--- src/cmb_pkg.sv ---
/*
 * Shared constants for the CAN message buffer store: word indices, field
 * positions, implemented-bit masks and the reset value of the memory read data.
 * Assumes a 16-bit buffer word and eight words per message buffer.
 */
package cmb_pkg;
    // ------------------------------------------------------------------
    // Buffer geometry
    // ------------------------------------------------------------------
    localparam int CMB_WORD_W = 16;
    localparam int CMB_WORDS = 8;
    localparam int CMB_WSEL_W = 3;
    localparam int CMB_DATA_BYTES = 8;
    localparam logic [3:0] CMB_MAX_BYTES = 4'h8;

    // Word indices inside one buffer.
    localparam logic [2:0] CMB_W_STD_ID = 3'h0;
    localparam logic [2:0] CMB_W_EXT_ID_HIGH = 3'h1;
    localparam logic [2:0] CMB_W_EXT_ID_LOW_LEN = 3'h2;
    localparam logic [2:0] CMB_W_DATA_FIRST = 3'h3;
    localparam logic [2:0] CMB_W_DATA_LAST = 3'h6;
    localparam logic [2:0] CMB_W_FILTER_HIT = 3'h7;

    // ------------------------------------------------------------------
    // Field positions
    // ------------------------------------------------------------------
    localparam int CMB_SID_W = 11;
    localparam int CMB_SID_LSB = 2;
    localparam int CMB_SRR_BIT = 1;
    localparam int CMB_IDE_BIT = 0;
    localparam int CMB_EID_W = 18;
    localparam int CMB_EID_HIGH_W = 12;
    localparam int CMB_EID_HIGH_LSB = 0;
    localparam int CMB_EID_LOW_W = 6;
    localparam int CMB_EID_LOW_LSB = 10;
    localparam int CMB_RTR_BIT = 9;
    localparam int CMB_RSV_HIGH_BIT = 8;
    localparam int CMB_RSV_LOW_BIT = 4;
    localparam int CMB_DLC_W = 4;
    localparam int CMB_DLC_LSB = 0;
    localparam int CMB_FHIT_W = 5;
    localparam int CMB_FHIT_LSB = 8;
    localparam int CMB_BYTE_W = 8;

    // ------------------------------------------------------------------
    // Implemented bits per word; the rest always read as zero
    // ------------------------------------------------------------------
    localparam logic [15:0] CMB_MASK_STD_ID = 16'h1fff;
    localparam logic [15:0] CMB_MASK_EXT_HIGH = 16'h0fff;
    localparam logic [15:0] CMB_MASK_EXT_LOW = 16'hff1f;
    localparam logic [15:0] CMB_MASK_DATA = 16'hffff;
    localparam logic [15:0] CMB_MASK_FHIT = 16'h1f00;

    // Reset value of the memory read data output.
    localparam logic [15:0] CMB_RDATA_RST = 16'h0000;
endpackage

--- src/cmb_rx_packer.sv ---
/*
 * Packs one received CAN message into the eight words of a message buffer,
 * with a write enable per byte lane. Purely combinational; the caller
 * owns the storage and applies the enables.
 */
`timescale 1ns/1ps
module cmb_rx_packer
    import cmb_pkg::*;
(
    // Received message fields
    input wire logic [CMB_SID_W-1:0] standard_identifier_bits,
    input wire logic srr,
    input wire logic ide,
    input wire logic [CMB_EID_W-1:0] extended_identifier_bits,
    input wire logic rtr,
    input wire logic [CMB_DLC_W-1:0] dlc,
    input wire logic [CMB_DATA_BYTES*CMB_BYTE_W-1:0] data,
    input wire logic [CMB_FHIT_W-1:0] filter_num,
    // Kind of the target buffer
    input wire logic target_is_tx,
    // Packed image and byte-lane enables
    output logic [CMB_WORDS*CMB_WORD_W-1:0] words,
    output logic [CMB_WORDS*2-1:0] byte_we
);
    logic [3:0] nbytes;
    logic [7:0] data_be;

    assign nbytes = (dlc > CMB_MAX_BYTES) ? CMB_MAX_BYTES : dlc;

    always_comb begin
        words = '0;
        byte_we = '0;
        data_be = '0;
        words[CMB_SID_LSB +: CMB_SID_W] = standard_identifier_bits;
        words[CMB_SRR_BIT] = srr;
        words[CMB_IDE_BIT] = ide;
        words[CMB_WORD_W + CMB_EID_HIGH_LSB +: CMB_EID_HIGH_W] =
            extended_identifier_bits[CMB_EID_W-1 -: CMB_EID_HIGH_W];
        words[2*CMB_WORD_W + CMB_EID_LOW_LSB +: CMB_EID_LOW_W] =
            extended_identifier_bits[CMB_EID_LOW_W-1:0];
        words[2*CMB_WORD_W + CMB_RTR_BIT] = rtr;
        // Reserved bits are stored as zero, the same as software must write.
        words[2*CMB_WORD_W + CMB_RSV_HIGH_BIT] = 1'b0;
        words[2*CMB_WORD_W + CMB_RSV_LOW_BIT] = 1'b0;
        words[2*CMB_WORD_W + CMB_DLC_LSB +: CMB_DLC_W] = dlc;
        for (int b = 0; b < CMB_DATA_BYTES; b++) begin
            // Byte b goes to word 3 + b/2, low lane for even b.
            words[(3*CMB_WORD_W) + b*CMB_BYTE_W +: CMB_BYTE_W] =
                data[b*CMB_BYTE_W +: CMB_BYTE_W];
            data_be[b] = (4'(b) < nbytes);
        end
        words[7*CMB_WORD_W + CMB_FHIT_LSB +: CMB_FHIT_W] =
            filter_num;
        byte_we[5:0] = 6'h3f;
        byte_we[13:6] = data_be;
        // Transmit buffers keep their filter-hit word untouched.
        byte_we[15:14] = target_is_tx ? 2'b00 : 2'b11;
    end
endmodule

--- src/cmb_msg_buffer.sv ---
/*
 * CAN message buffer store. Holds NUM_BUF buffers of eight 16-bit words in
 * the layout shared by software and the protocol engine. Software and DMA
 * reach the words through a plain memory port; the protocol engine stores
 * received messages and fetches messages to send, unpacked into fields.
 * Assumes every port is driven from logic on clk; nothing is asynchronous.
 */
// Notes on behaviour
// - Extended id bits 17-6 go to word 1 bits 11-0, bits 5-0 to word 2 15-10.
// - Word 2 bit 9 set means remote request, clear means data message.
// - Data length code sits in word 2 bits 3-0.
// - Data bytes pack two per word, words 3-6, even byte in low half.
// - A reception writes the matching filter number into word 7 bits 12-8.
// - No filter number is written into a transmit buffer.
// - Unimplemented bits of words 1, 2 and 7 always read zero.
// - Word 0 holds standard id 12-2, substitute request 1, extended flag 0.
`timescale 1ns/1ps
module cmb_msg_buffer
    import cmb_pkg::*;
#(
    parameter int NUM_BUF = 4
)(
    // Clock and reset
    input wire logic clk,
    input wire logic rstn,
    // Memory port used by software and DMA
    input wire logic mem_req,
    input wire logic mem_we,
    input wire logic [$clog2(NUM_BUF)-1:0] mem_buf,
    input wire logic [CMB_WSEL_W-1:0] mem_word,
    input wire logic [CMB_WORD_W-1:0] mem_wdata,
    output logic [CMB_WORD_W-1:0] mem_rdata,
    output logic mem_rvalid,
    // Buffer direction, one bit per buffer, set for transmit buffers
    input wire logic [NUM_BUF-1:0] buf_is_tx,
    // Receive store from the protocol engine
    input wire logic rx_store,
    input wire logic [$clog2(NUM_BUF)-1:0] rx_buf,
    input wire logic [CMB_SID_W-1:0] rx_sid,
    input wire logic rx_srr,
    input wire logic rx_ide,
    input wire logic [CMB_EID_W-1:0] rx_eid,
    input wire logic rx_rtr,
    input wire logic [CMB_DLC_W-1:0] rx_dlc,
    input wire logic [CMB_DATA_BYTES*CMB_BYTE_W-1:0] rx_data,
    input wire logic [CMB_FHIT_W-1:0] rx_filter,
    output logic rx_done,
    // Transmit fetch for the protocol engine
    input wire logic tx_fetch,
    input wire logic [$clog2(NUM_BUF)-1:0] tx_buf,
    output logic tx_valid,
    output logic [CMB_SID_W-1:0] tx_sid,
    output logic tx_srr,
    output logic tx_ide,
    output logic [CMB_EID_W-1:0] tx_eid,
    output logic tx_rtr,
    output logic [CMB_DLC_W-1:0] tx_dlc,
    output logic [CMB_DATA_BYTES*CMB_BYTE_W-1:0] tx_data,
    output logic [CMB_DATA_BYTES-1:0] tx_byte_en
);
    import cmb_pkg::*;

    localparam int BW = $clog2(NUM_BUF);
    localparam int DEPTH = NUM_BUF * CMB_WORDS;
    localparam int IW = $clog2(DEPTH);

    // ------------------------------------------------------------------
    // Helpers
    // ------------------------------------------------------------------
    // Implemented bits of a buffer word; everything else is held at zero.
    function automatic logic [CMB_WORD_W-1:0] word_mask(
        input logic [CMB_WSEL_W-1:0] w
    );
        logic [CMB_WORD_W-1:0] m;
        m = CMB_MASK_DATA;
        case (w)
            CMB_W_STD_ID: m = CMB_MASK_STD_ID;
            CMB_W_EXT_ID_HIGH: m = CMB_MASK_EXT_HIGH;
            CMB_W_EXT_ID_LOW_LEN: m = CMB_MASK_EXT_LOW;
            CMB_W_FILTER_HIT: m = CMB_MASK_FHIT;
            default: m = CMB_MASK_DATA;
        endcase
        return m;
    endfunction

    // Flat storage index of a word in a buffer.
    function automatic logic [IW-1:0] word_index(
        input logic [BW-1:0] b,
        input logic [CMB_WSEL_W-1:0] w
    );
        return IW'({b, w});
    endfunction

    // Number of bytes a length code carries; codes above eight mean eight.
    function automatic logic [3:0] byte_count(
        input logic [CMB_DLC_W-1:0] dlc
    );
        return (dlc > CMB_MAX_BYTES) ? CMB_MAX_BYTES : dlc;
    endfunction

    // ------------------------------------------------------------------
    // Storage and receive packing
    // ------------------------------------------------------------------
    // Buffer words live in plain flops with no reset: like the RAM they
    // stand for, their content is undefined until someone writes it.
    logic [CMB_WORD_W-1:0] mem_q [DEPTH];
    logic [CMB_WORD_W-1:0] mem_d [DEPTH];

    logic [CMB_WORDS*CMB_WORD_W-1:0] rx_words;
    logic [CMB_WORDS*2-1:0] rx_byte_we;
    wire logic rx_target_tx = buf_is_tx[rx_buf];
    wire logic mem_wr = mem_req && mem_we;
    wire logic mem_rd = mem_req && !mem_we;
    wire logic [IW-1:0] mem_idx = word_index(mem_buf, mem_word);
    wire logic [CMB_WORD_W-1:0] mem_wmask = word_mask(mem_word);

    cmb_rx_packer u_packer (
        .standard_identifier_bits(rx_sid),
        .srr(rx_srr),
        .ide(rx_ide),
        .extended_identifier_bits(rx_eid),
        .rtr(rx_rtr),
        .dlc(rx_dlc),
        .data(rx_data),
        .filter_num(rx_filter),
        .target_is_tx(rx_target_tx),
        .words(rx_words),
        .byte_we(rx_byte_we)
    );

    // Software and the engine may hit the same word in one cycle; the
    // engine's store wins so that a received message is never torn.
    always_comb begin
        for (int i = 0; i < DEPTH; i++) begin
            mem_d[i] = mem_q[i];
            if (mem_wr && (mem_idx == IW'(i))) begin
                // Unimplemented bits are dropped on the way in.
                mem_d[i] = mem_wdata & mem_wmask;
            end
            if (rx_store && (rx_buf == BW'(i / CMB_WORDS))) begin
                for (int k = 0; k < 2; k++) begin
                    if (rx_byte_we[(i % CMB_WORDS)*2 + k]) begin
                        mem_d[i][k*CMB_BYTE_W +: CMB_BYTE_W] =
                            rx_words[(i % CMB_WORDS)*CMB_WORD_W
                                     + k*CMB_BYTE_W +: CMB_BYTE_W];
                    end
                end
                mem_d[i] = mem_d[i]
                    & word_mask(CMB_WSEL_W'(i % CMB_WORDS));
            end
        end
    end

    always_ff @(posedge clk) begin
        for (int i = 0; i < DEPTH; i++) begin
            mem_q[i] <= mem_d[i];
        end
    end

    // ------------------------------------------------------------------
    // Memory read port
    // ------------------------------------------------------------------
    logic [CMB_WORD_W-1:0] mem_rdata_q;
    logic mem_rvalid_q;
    logic rx_done_q;

    // Reads mask again so a word never shows bits it does not implement.
    wire logic [CMB_WORD_W-1:0] mem_rword = mem_q[mem_idx] & mem_wmask;

    always_ff @(posedge clk) begin
        if (!rstn) begin
            mem_rdata_q <= CMB_RDATA_RST;
            mem_rvalid_q <= 1'b0;
            rx_done_q <= 1'b0;
        end else begin
            mem_rvalid_q <= mem_rd;
            rx_done_q <= rx_store;
            if (mem_rd) begin
                mem_rdata_q <= mem_rword;
            end
        end
    end

    assign mem_rdata = mem_rdata_q;
    assign mem_rvalid = mem_rvalid_q;
    assign rx_done = rx_done_q;

    // ------------------------------------------------------------------
    // Transmit fetch
    // ------------------------------------------------------------------
    wire logic [CMB_WORD_W-1:0] tw0 = mem_q[word_index(tx_buf, CMB_W_STD_ID)];
    wire logic [CMB_WORD_W-1:0] tw1 =
        mem_q[word_index(tx_buf, CMB_W_EXT_ID_HIGH)];
    wire logic [CMB_WORD_W-1:0] tw2 =
        mem_q[word_index(tx_buf, CMB_W_EXT_ID_LOW_LEN)];
    wire logic [CMB_DLC_W-1:0] tx_dlc_w = tw2[CMB_DLC_LSB +: CMB_DLC_W];
    wire logic [3:0] tx_count = byte_count(tx_dlc_w);

    logic [CMB_DATA_BYTES*CMB_BYTE_W-1:0] tx_data_w;
    logic [CMB_DATA_BYTES-1:0] tx_be_w;

    always_comb begin
        tx_data_w = '0;
        tx_be_w = '0;
        for (int b = 0; b < CMB_DATA_BYTES; b++) begin
            // Bytes past the length code are not sent.
            tx_be_w[b] = (4'(b) < tx_count);
            if (tx_be_w[b]) begin
                // Even byte from the low half of its word.
                tx_data_w[b*CMB_BYTE_W +: CMB_BYTE_W] =
                    mem_q[word_index(tx_buf,
                        CMB_WSEL_W'(CMB_W_DATA_FIRST + 3'(b / 2)))]
                        [(b % 2)*CMB_BYTE_W +: CMB_BYTE_W];
            end
        end
    end

    logic tx_valid_q;
    logic [CMB_SID_W-1:0] tx_sid_q;
    logic tx_srr_q;
    logic tx_ide_q;
    logic [CMB_EID_W-1:0] tx_eid_q;
    logic tx_rtr_q;
    logic [CMB_DLC_W-1:0] tx_dlc_q;
    logic [CMB_DATA_BYTES*CMB_BYTE_W-1:0] tx_data_q;
    logic [CMB_DATA_BYTES-1:0] tx_be_q;

    // The reserved bits are not forwarded; the engine frames them as zero
    // and relies on software having written them that way.
    always_ff @(posedge clk) begin
        if (!rstn) begin
            tx_valid_q <= 1'b0;
            tx_sid_q <= '0;
            tx_srr_q <= 1'b0;
            tx_ide_q <= 1'b0;
            tx_eid_q <= '0;
            tx_rtr_q <= 1'b0;
            tx_dlc_q <= '0;
            tx_data_q <= '0;
            tx_be_q <= '0;
        end else begin
            tx_valid_q <= tx_fetch;
            if (tx_fetch) begin
                tx_sid_q <= tw0[CMB_SID_LSB +: CMB_SID_W];
                tx_srr_q <= tw0[CMB_SRR_BIT];
                tx_ide_q <= tw0[CMB_IDE_BIT];
                tx_eid_q <= {tw1[CMB_EID_HIGH_LSB +: CMB_EID_HIGH_W],
                    tw2[CMB_EID_LOW_LSB +: CMB_EID_LOW_W]};
                tx_rtr_q <= tw2[CMB_RTR_BIT];
                tx_dlc_q <= tx_dlc_w;
                tx_data_q <= tx_data_w;
                tx_be_q <= tx_be_w;
            end
        end
    end

    assign tx_valid = tx_valid_q;
    assign tx_sid = tx_sid_q;
    assign tx_srr = tx_srr_q;
    assign tx_ide = tx_ide_q;
    assign tx_eid = tx_eid_q;
    assign tx_rtr = tx_rtr_q;
    assign tx_dlc = tx_dlc_q;
    assign tx_data = tx_data_q;
    assign tx_byte_en = tx_be_q;
endmodule

--- config.mk ---
export PLATFORM = sky130hd
export DESIGN_NAME = cmb_msg_buffer
export DESIGN_NICKNAME = d
export VERILOG_FILES = /design/src/cmb_pkg.sv /design/src/cmb_rx_packer.sv /design/src/cmb_msg_buffer.sv
export SDC_FILE = /design/constraint.sdc
export NUM_CORES = 1
export LEC_CHECK = 0
export BUFFER_PORTS_ARGS = -buffer_cell sky130_fd_sc_hd__buf_4
export CORE_MARGIN = 5
export CORE_UTILIZATION = 55
export CTS_CLUSTER_SIZE = 14
export DETAILED_ROUTE_END_ITERATION = 8
export HOLD_SLACK_MARGIN = 0.12
export PLACE_DENSITY = 0.74
export SYNTH_ARGS = -nofsm -noshare
export SYNTH_HDL_FRONTEND = slang
export SYNTH_SLANG_ARGS = --single-unit
--- constraint.sdc ---
create_clock -name clk -period 7.6 [get_ports clk]
set_input_delay 1.14 -clock clk [delete_from_list [all_inputs] [get_ports clk]]
set_output_delay 1.14 -clock clk [all_outputs]
set_load 0.02 [all_outputs]
[Yosys cells after proc, flatten, opt, wreduce, memory -nomap -nowiden]
Memory sizes are Yosys's and may differ from the RTL's. A register that Yosys moved wholly into a read port is not among the register bits.
Cells that the tools add are included.
Storage, ports and cells
  register bits after elaboration: 114
  bits in latches: 0
  bits in writable memories: 512
  memory bits (read-only): 0
  bits of input ports: 140
  output and inout port bits: 127
  word-level logic and storage cells: 358
  memories kept: 1
Memories
  mem_q: depth 32, width 16, read ports 28, clocked after Yosys merged registers in 2, write ports 32, line cmb_msg_buffer.sv:106  | logic [CMB_WORD_W-1:0] mem_q [DEPTH];
Operators by class
  $add $sub $neg: 0
  $mul: 0
  div/mod/pow operators: 0
  magnitude comparators: 19
  equal/unequal tests: 49
  shifts and indexed selects: 0
  muxes and demuxes: 202
  bitwise operators: 34
  reductions and logical operators: 44
Operator list (number)
  $mux W16: 84
  $mux W8: 112
  $and A16 B16 Y16: 34
  $eq A5 B5 Y1 const B: 16
  $pmux W16 S4: 1
  $eq A5 B4 Y1 const B: 8
  $logic_and A1 B1 Y1: 38
  $lt A3 B4 Y1 const A: 8
  $ne A2 B2 Y1 const B: 12
  $eq A5 B3 Y1 const B: 4
  $lt A1 B4 Y1 const A: 4
  $lt A2 B4 Y1 const A: 4
  $eq A5 B2 Y1 const B: 2
  $gt A4 B4 Y1 const B: 2
  $mux W4: 2
  $eq A5 B1 Y1 const B: 1
  $logic_not A5 Y1: 1
  $eq A2 B2 Y1 const B: 2
  $eq A3 B1 Y1 const B: 1
  $eq A3 B2 Y1 const B: 1
  $eq A3 B3 Y1 const B: 1
  $logic_not A1 Y1: 3
  $logic_not A3 Y1: 1
  $lt A2 B3 Y1 const B: 1
  other kinds (5): 5

[Longest topological paths before layout]
  depth after elaboration: 8
  gate-level depth with buffers: 9

[By module]
A second synthesis with hierarchy kept.
Second synthesis, totals
  cell total of the unflattened synthesis: 3623
  area total of the unflattened synthesis: 32493.7 µm²
Modules (own cells, without submodules)
  cmb_msg_buffer: times used 1, cells each 3476, area each 31406.4 µm², seq. area each 12772.2 µm²
  cmb_rx_packer: times used 1, cells each 147, area each 1087.3 µm², seq. area each 0.0 µm²

[Worst setup path before layout]
No wires, ideal clock.
  kind: input-to-reg
  from: input port mem_word[2]
  to: memory mem_q[1][0] (enable)
  library setup time: 0.436 ns
  arrival: 3.659 ns
  path slack: 3.505 ns
  stages on the path: 5
  cell sequence: buf_2 buf_2 buf_1 buf_2 o41ai_1
RTL lines
  start, declared: line cmb_msg_buffer.sv:30  | input wire logic [CMB_WSEL_W-1:0] mem_word,
  end, declared: line cmb_msg_buffer.sv:106

==> flow_metrics.tcl <==
set metrics [dict create \
    cts_made_buffers 69 \
    maxSlewHeadroom_pct 5.00 \
    finalPower_uw 9610 \
    finClkSkew_ns 0.0194 \
    grt_pass1_wl_um 164000 \
    die_w_um 250 \
    post-route-drc-count 0 \
    antenna-diode-count 0 \
    fmax_mhz 252 \
    total_leakage_power_uw 0.0143 \
    drt_first_pass_iters 8 \
    maxCapViolCount 0 \
    vias 25500 \
    drt-total-wl_um 113000 \
    drt-vias-per-instance 6.64 \
    timing.rr.start "mem_q[18][3]$_DFFE_PP_" \
    io_pins 267 \
    drt-wirelength-per-cell_um 29.3 \
    dp_slack_ns 3.13 \
    layout.nets 3171 \
    grt_pass1_vias 24900 \
    synthCells 2872 \
    outcome "completed" \
    cts_setup_buffers 0 \
    ys_warn_count 0 \
    cp-end-kind "flip-flop" \
    power_density_mw_per_mm2 265 \
    ctsResizeCount 0 \
    path_class "in -> reg" \
    grt_max_degree 93 \
    setup_viol 0 \
    finalHoldViolCount 0 \
    synth_edf_count 192 \
    yosys_most_used_dff "dfxtp_1" \
    finalCriticalPeriod_ns 3.97 \
    worst_pin_slew_ns 1.42 \
    avgSynthCellArea_um2 11.0 \
    clkSlewWorstSetupHoldPaths_ns 0.06 \
    cp.arrival_ns 4.46 \
    clk_latency_ns 0.61 \
    clkPwrFrac_pct 36.0 \
    clk_path_buf_depth 3 \
    gr-total-overflow 0 \
    seq_power_share_pct 45.2 \
    layout_common_cells "446 x dfxtp_1, 344 x nand2_1, 328 x mux2i_1" \
    slew_violations 0 \
    cts_tree "yes" \
    port_buffers 266 \
    startpoint_type "input port" \
    rsz0062_at_grt "no" \
    crit_fanout 51 \
    start_util_pct 55.7 \
    ir_worst_vdd_mv 0.149 \
    slowest_delay_ns 0.71 \
    synth_seq_cells 638 \
    hpwl_um 76100 \
    crit_chain "buf_6, buf_4, nand3_1, and2_1, mux2_2, mux2_2" \
    timing.final.ws_setup_ns 3.63 \
    cts.sinks 638 \
    gp_congestion 0.988 \
    antenna_found_initial 2 \
    root_buffer "clkbuf_16" \
    fin_util_pct 64.0 \
    coreArea_mm2 0.0566 \
    hp-class "reg -> reg" \
    async_reset_ff_share_pct 0 \
    crit_path_start "mem_word[0]" \
    p_sw_uw 2730 \
    comb_power_share_pct 18.8 \
    ys_seq_area_share_pct 46.6 \
    cpMostUsedCell "mux2_2" \
    synthToLayoutAreaGrowth_pct 14.7 \
    hp-start "tx_data[32]$_SDFFE_PN0P_" \
    synth_area_leaders "dfxtp_1 28%, edfxtp_1 18%, mux4_2 14%, mux2i_1 10%, nand2_1 4.1%" \
    ff2ff_setup_slack_ns 4.54 \
    first_iter_violations 3643 \
    internal_power_uw 6870 \
    die_h_um 250 \
    synth.largest_area_cell "dfxtp_1" \
    fill_cells 4382 \
    final_common_cell "dfxtp_1" \
    crit_slowest_cell "buf_4" \
    rows 87 \
    cp_data_required_time_ns 8.09 \
    synth_cell_types 65 \
    h-tree-depth 3 \
    fp.dieArea_mm2 0.0623 \
    synth_top_area_share_pct 28.3 \
    ant_nets 0 \
    syn_nets 3012 \
    layout-drive-gt1-share_pct 24.3 \
    whs_ns 0.450 \
    cts-hold-fix-buffers 0 \
    final.setup.tns_ns 0 \
    swShare_pct 28.5 \
    grtUsageTotal_pct 34.8 \
    syn_area_mm2 0.0316 \
    post-route-period-util_pct 52.2 \
]
-- registers in the layout (all words and copies together) (netlist names), named ones only --
register / count
tx_srr: 1
tx_ide: 1
mem_q: 500
rx_done: 1
tx_data: 64
tx_dlc: 4
mem_rdata: 16
tx_eid: 18
tx_rtr: 1
mem_rvalid: 1
tx_byte_en: 7
tx_valid: 1
tx_sid: 11
-- path summary, 6_finish.rpt --
check	end	depth (start not counted)
worst max register to register	tx_data[4]$_SDFFE_PN0P_	4
worst min register to register	tx_data[32]$_SDFFE_PN0P_	2
worst min-delay path	tx_data[32]$_SDFFE_PN0P_	2
worst max-delay path	mem_q[21][4]$_DFF_P_	6
-- critical path, delay by kind of cell --
kind / cells / cell delay (ns)
muxes: 2 / 0.69
buffers and inverters: 2 / 1.19
and+or+nand+nor: 2 / 1.35
-- cell usage after synthesis (all sizes together), types with 54 or more instances --
master	instances
nand2	345
mux2	79
edfxtp	192
and2	54
a21oi	251
buf	112
nor2	303
mux2i	328
clkbuf	121
dfxtp	446
mux4	202
o21ai	114
-- per-stage QoR --
stage / std cells / instance area [µm²]
global route: 3841 / 36200
detailed placement: 3716 / 33900
floorplan: 2872 / 31600
CTS: 3841 / 36200
global placement: 3716 / 33900
finish: 3841 / 36200
-- metal layers --
layer	routed length [µm]	vias up	track usage [%]	part of all wire (%)
li1	-	10800	-	-
met1	41000	12300	46.4	36
met2	49100	2010	52.6	44
met3	15100	427	9.08	13
met4	7330	4	18.4	6.5
met5	57	-	0.541	0.051
-- power groups by stage --
stage                     registers (µW)  logic (µW)  clock network, µW
after floorplan                     4320        1120                  0
after global placement              4370        1700                  0
after detailed placement            4400        1750                  0
after CTS                           4330        1760               3460
after global routing                4380        1910               3620
final                               4350        1810               3450
-- final cells by class --
class	count	area [µm²]	share of cell area, %
clock buffers	96	2020	5.59
flip-flops and latches	638	14700	40.6
inverters	45	169	0.467
multi-input cells	1956	15600	43.2
repair buffers	321	2430	6.72
clock inverters	29	294	0.812
well taps	756	946	2.61
-- kinds of logic after synthesis --
| logic type | Yosys count | share of synthesized area [%] |
|---|---|---|
| AO/OA/AOI/OAI | 499 | 9.37 |
| XOR/XNOR | 1 | 0.0278 |
| buffers and inverters | 278 | 4.16 |
| flip-flops | 638 | 46.6 |
| multiplexers | 609 | 27.7 |
| AND/OR/NAND/NOR | 847 | 12.2 |
Power figures use the tool's default switching activity.
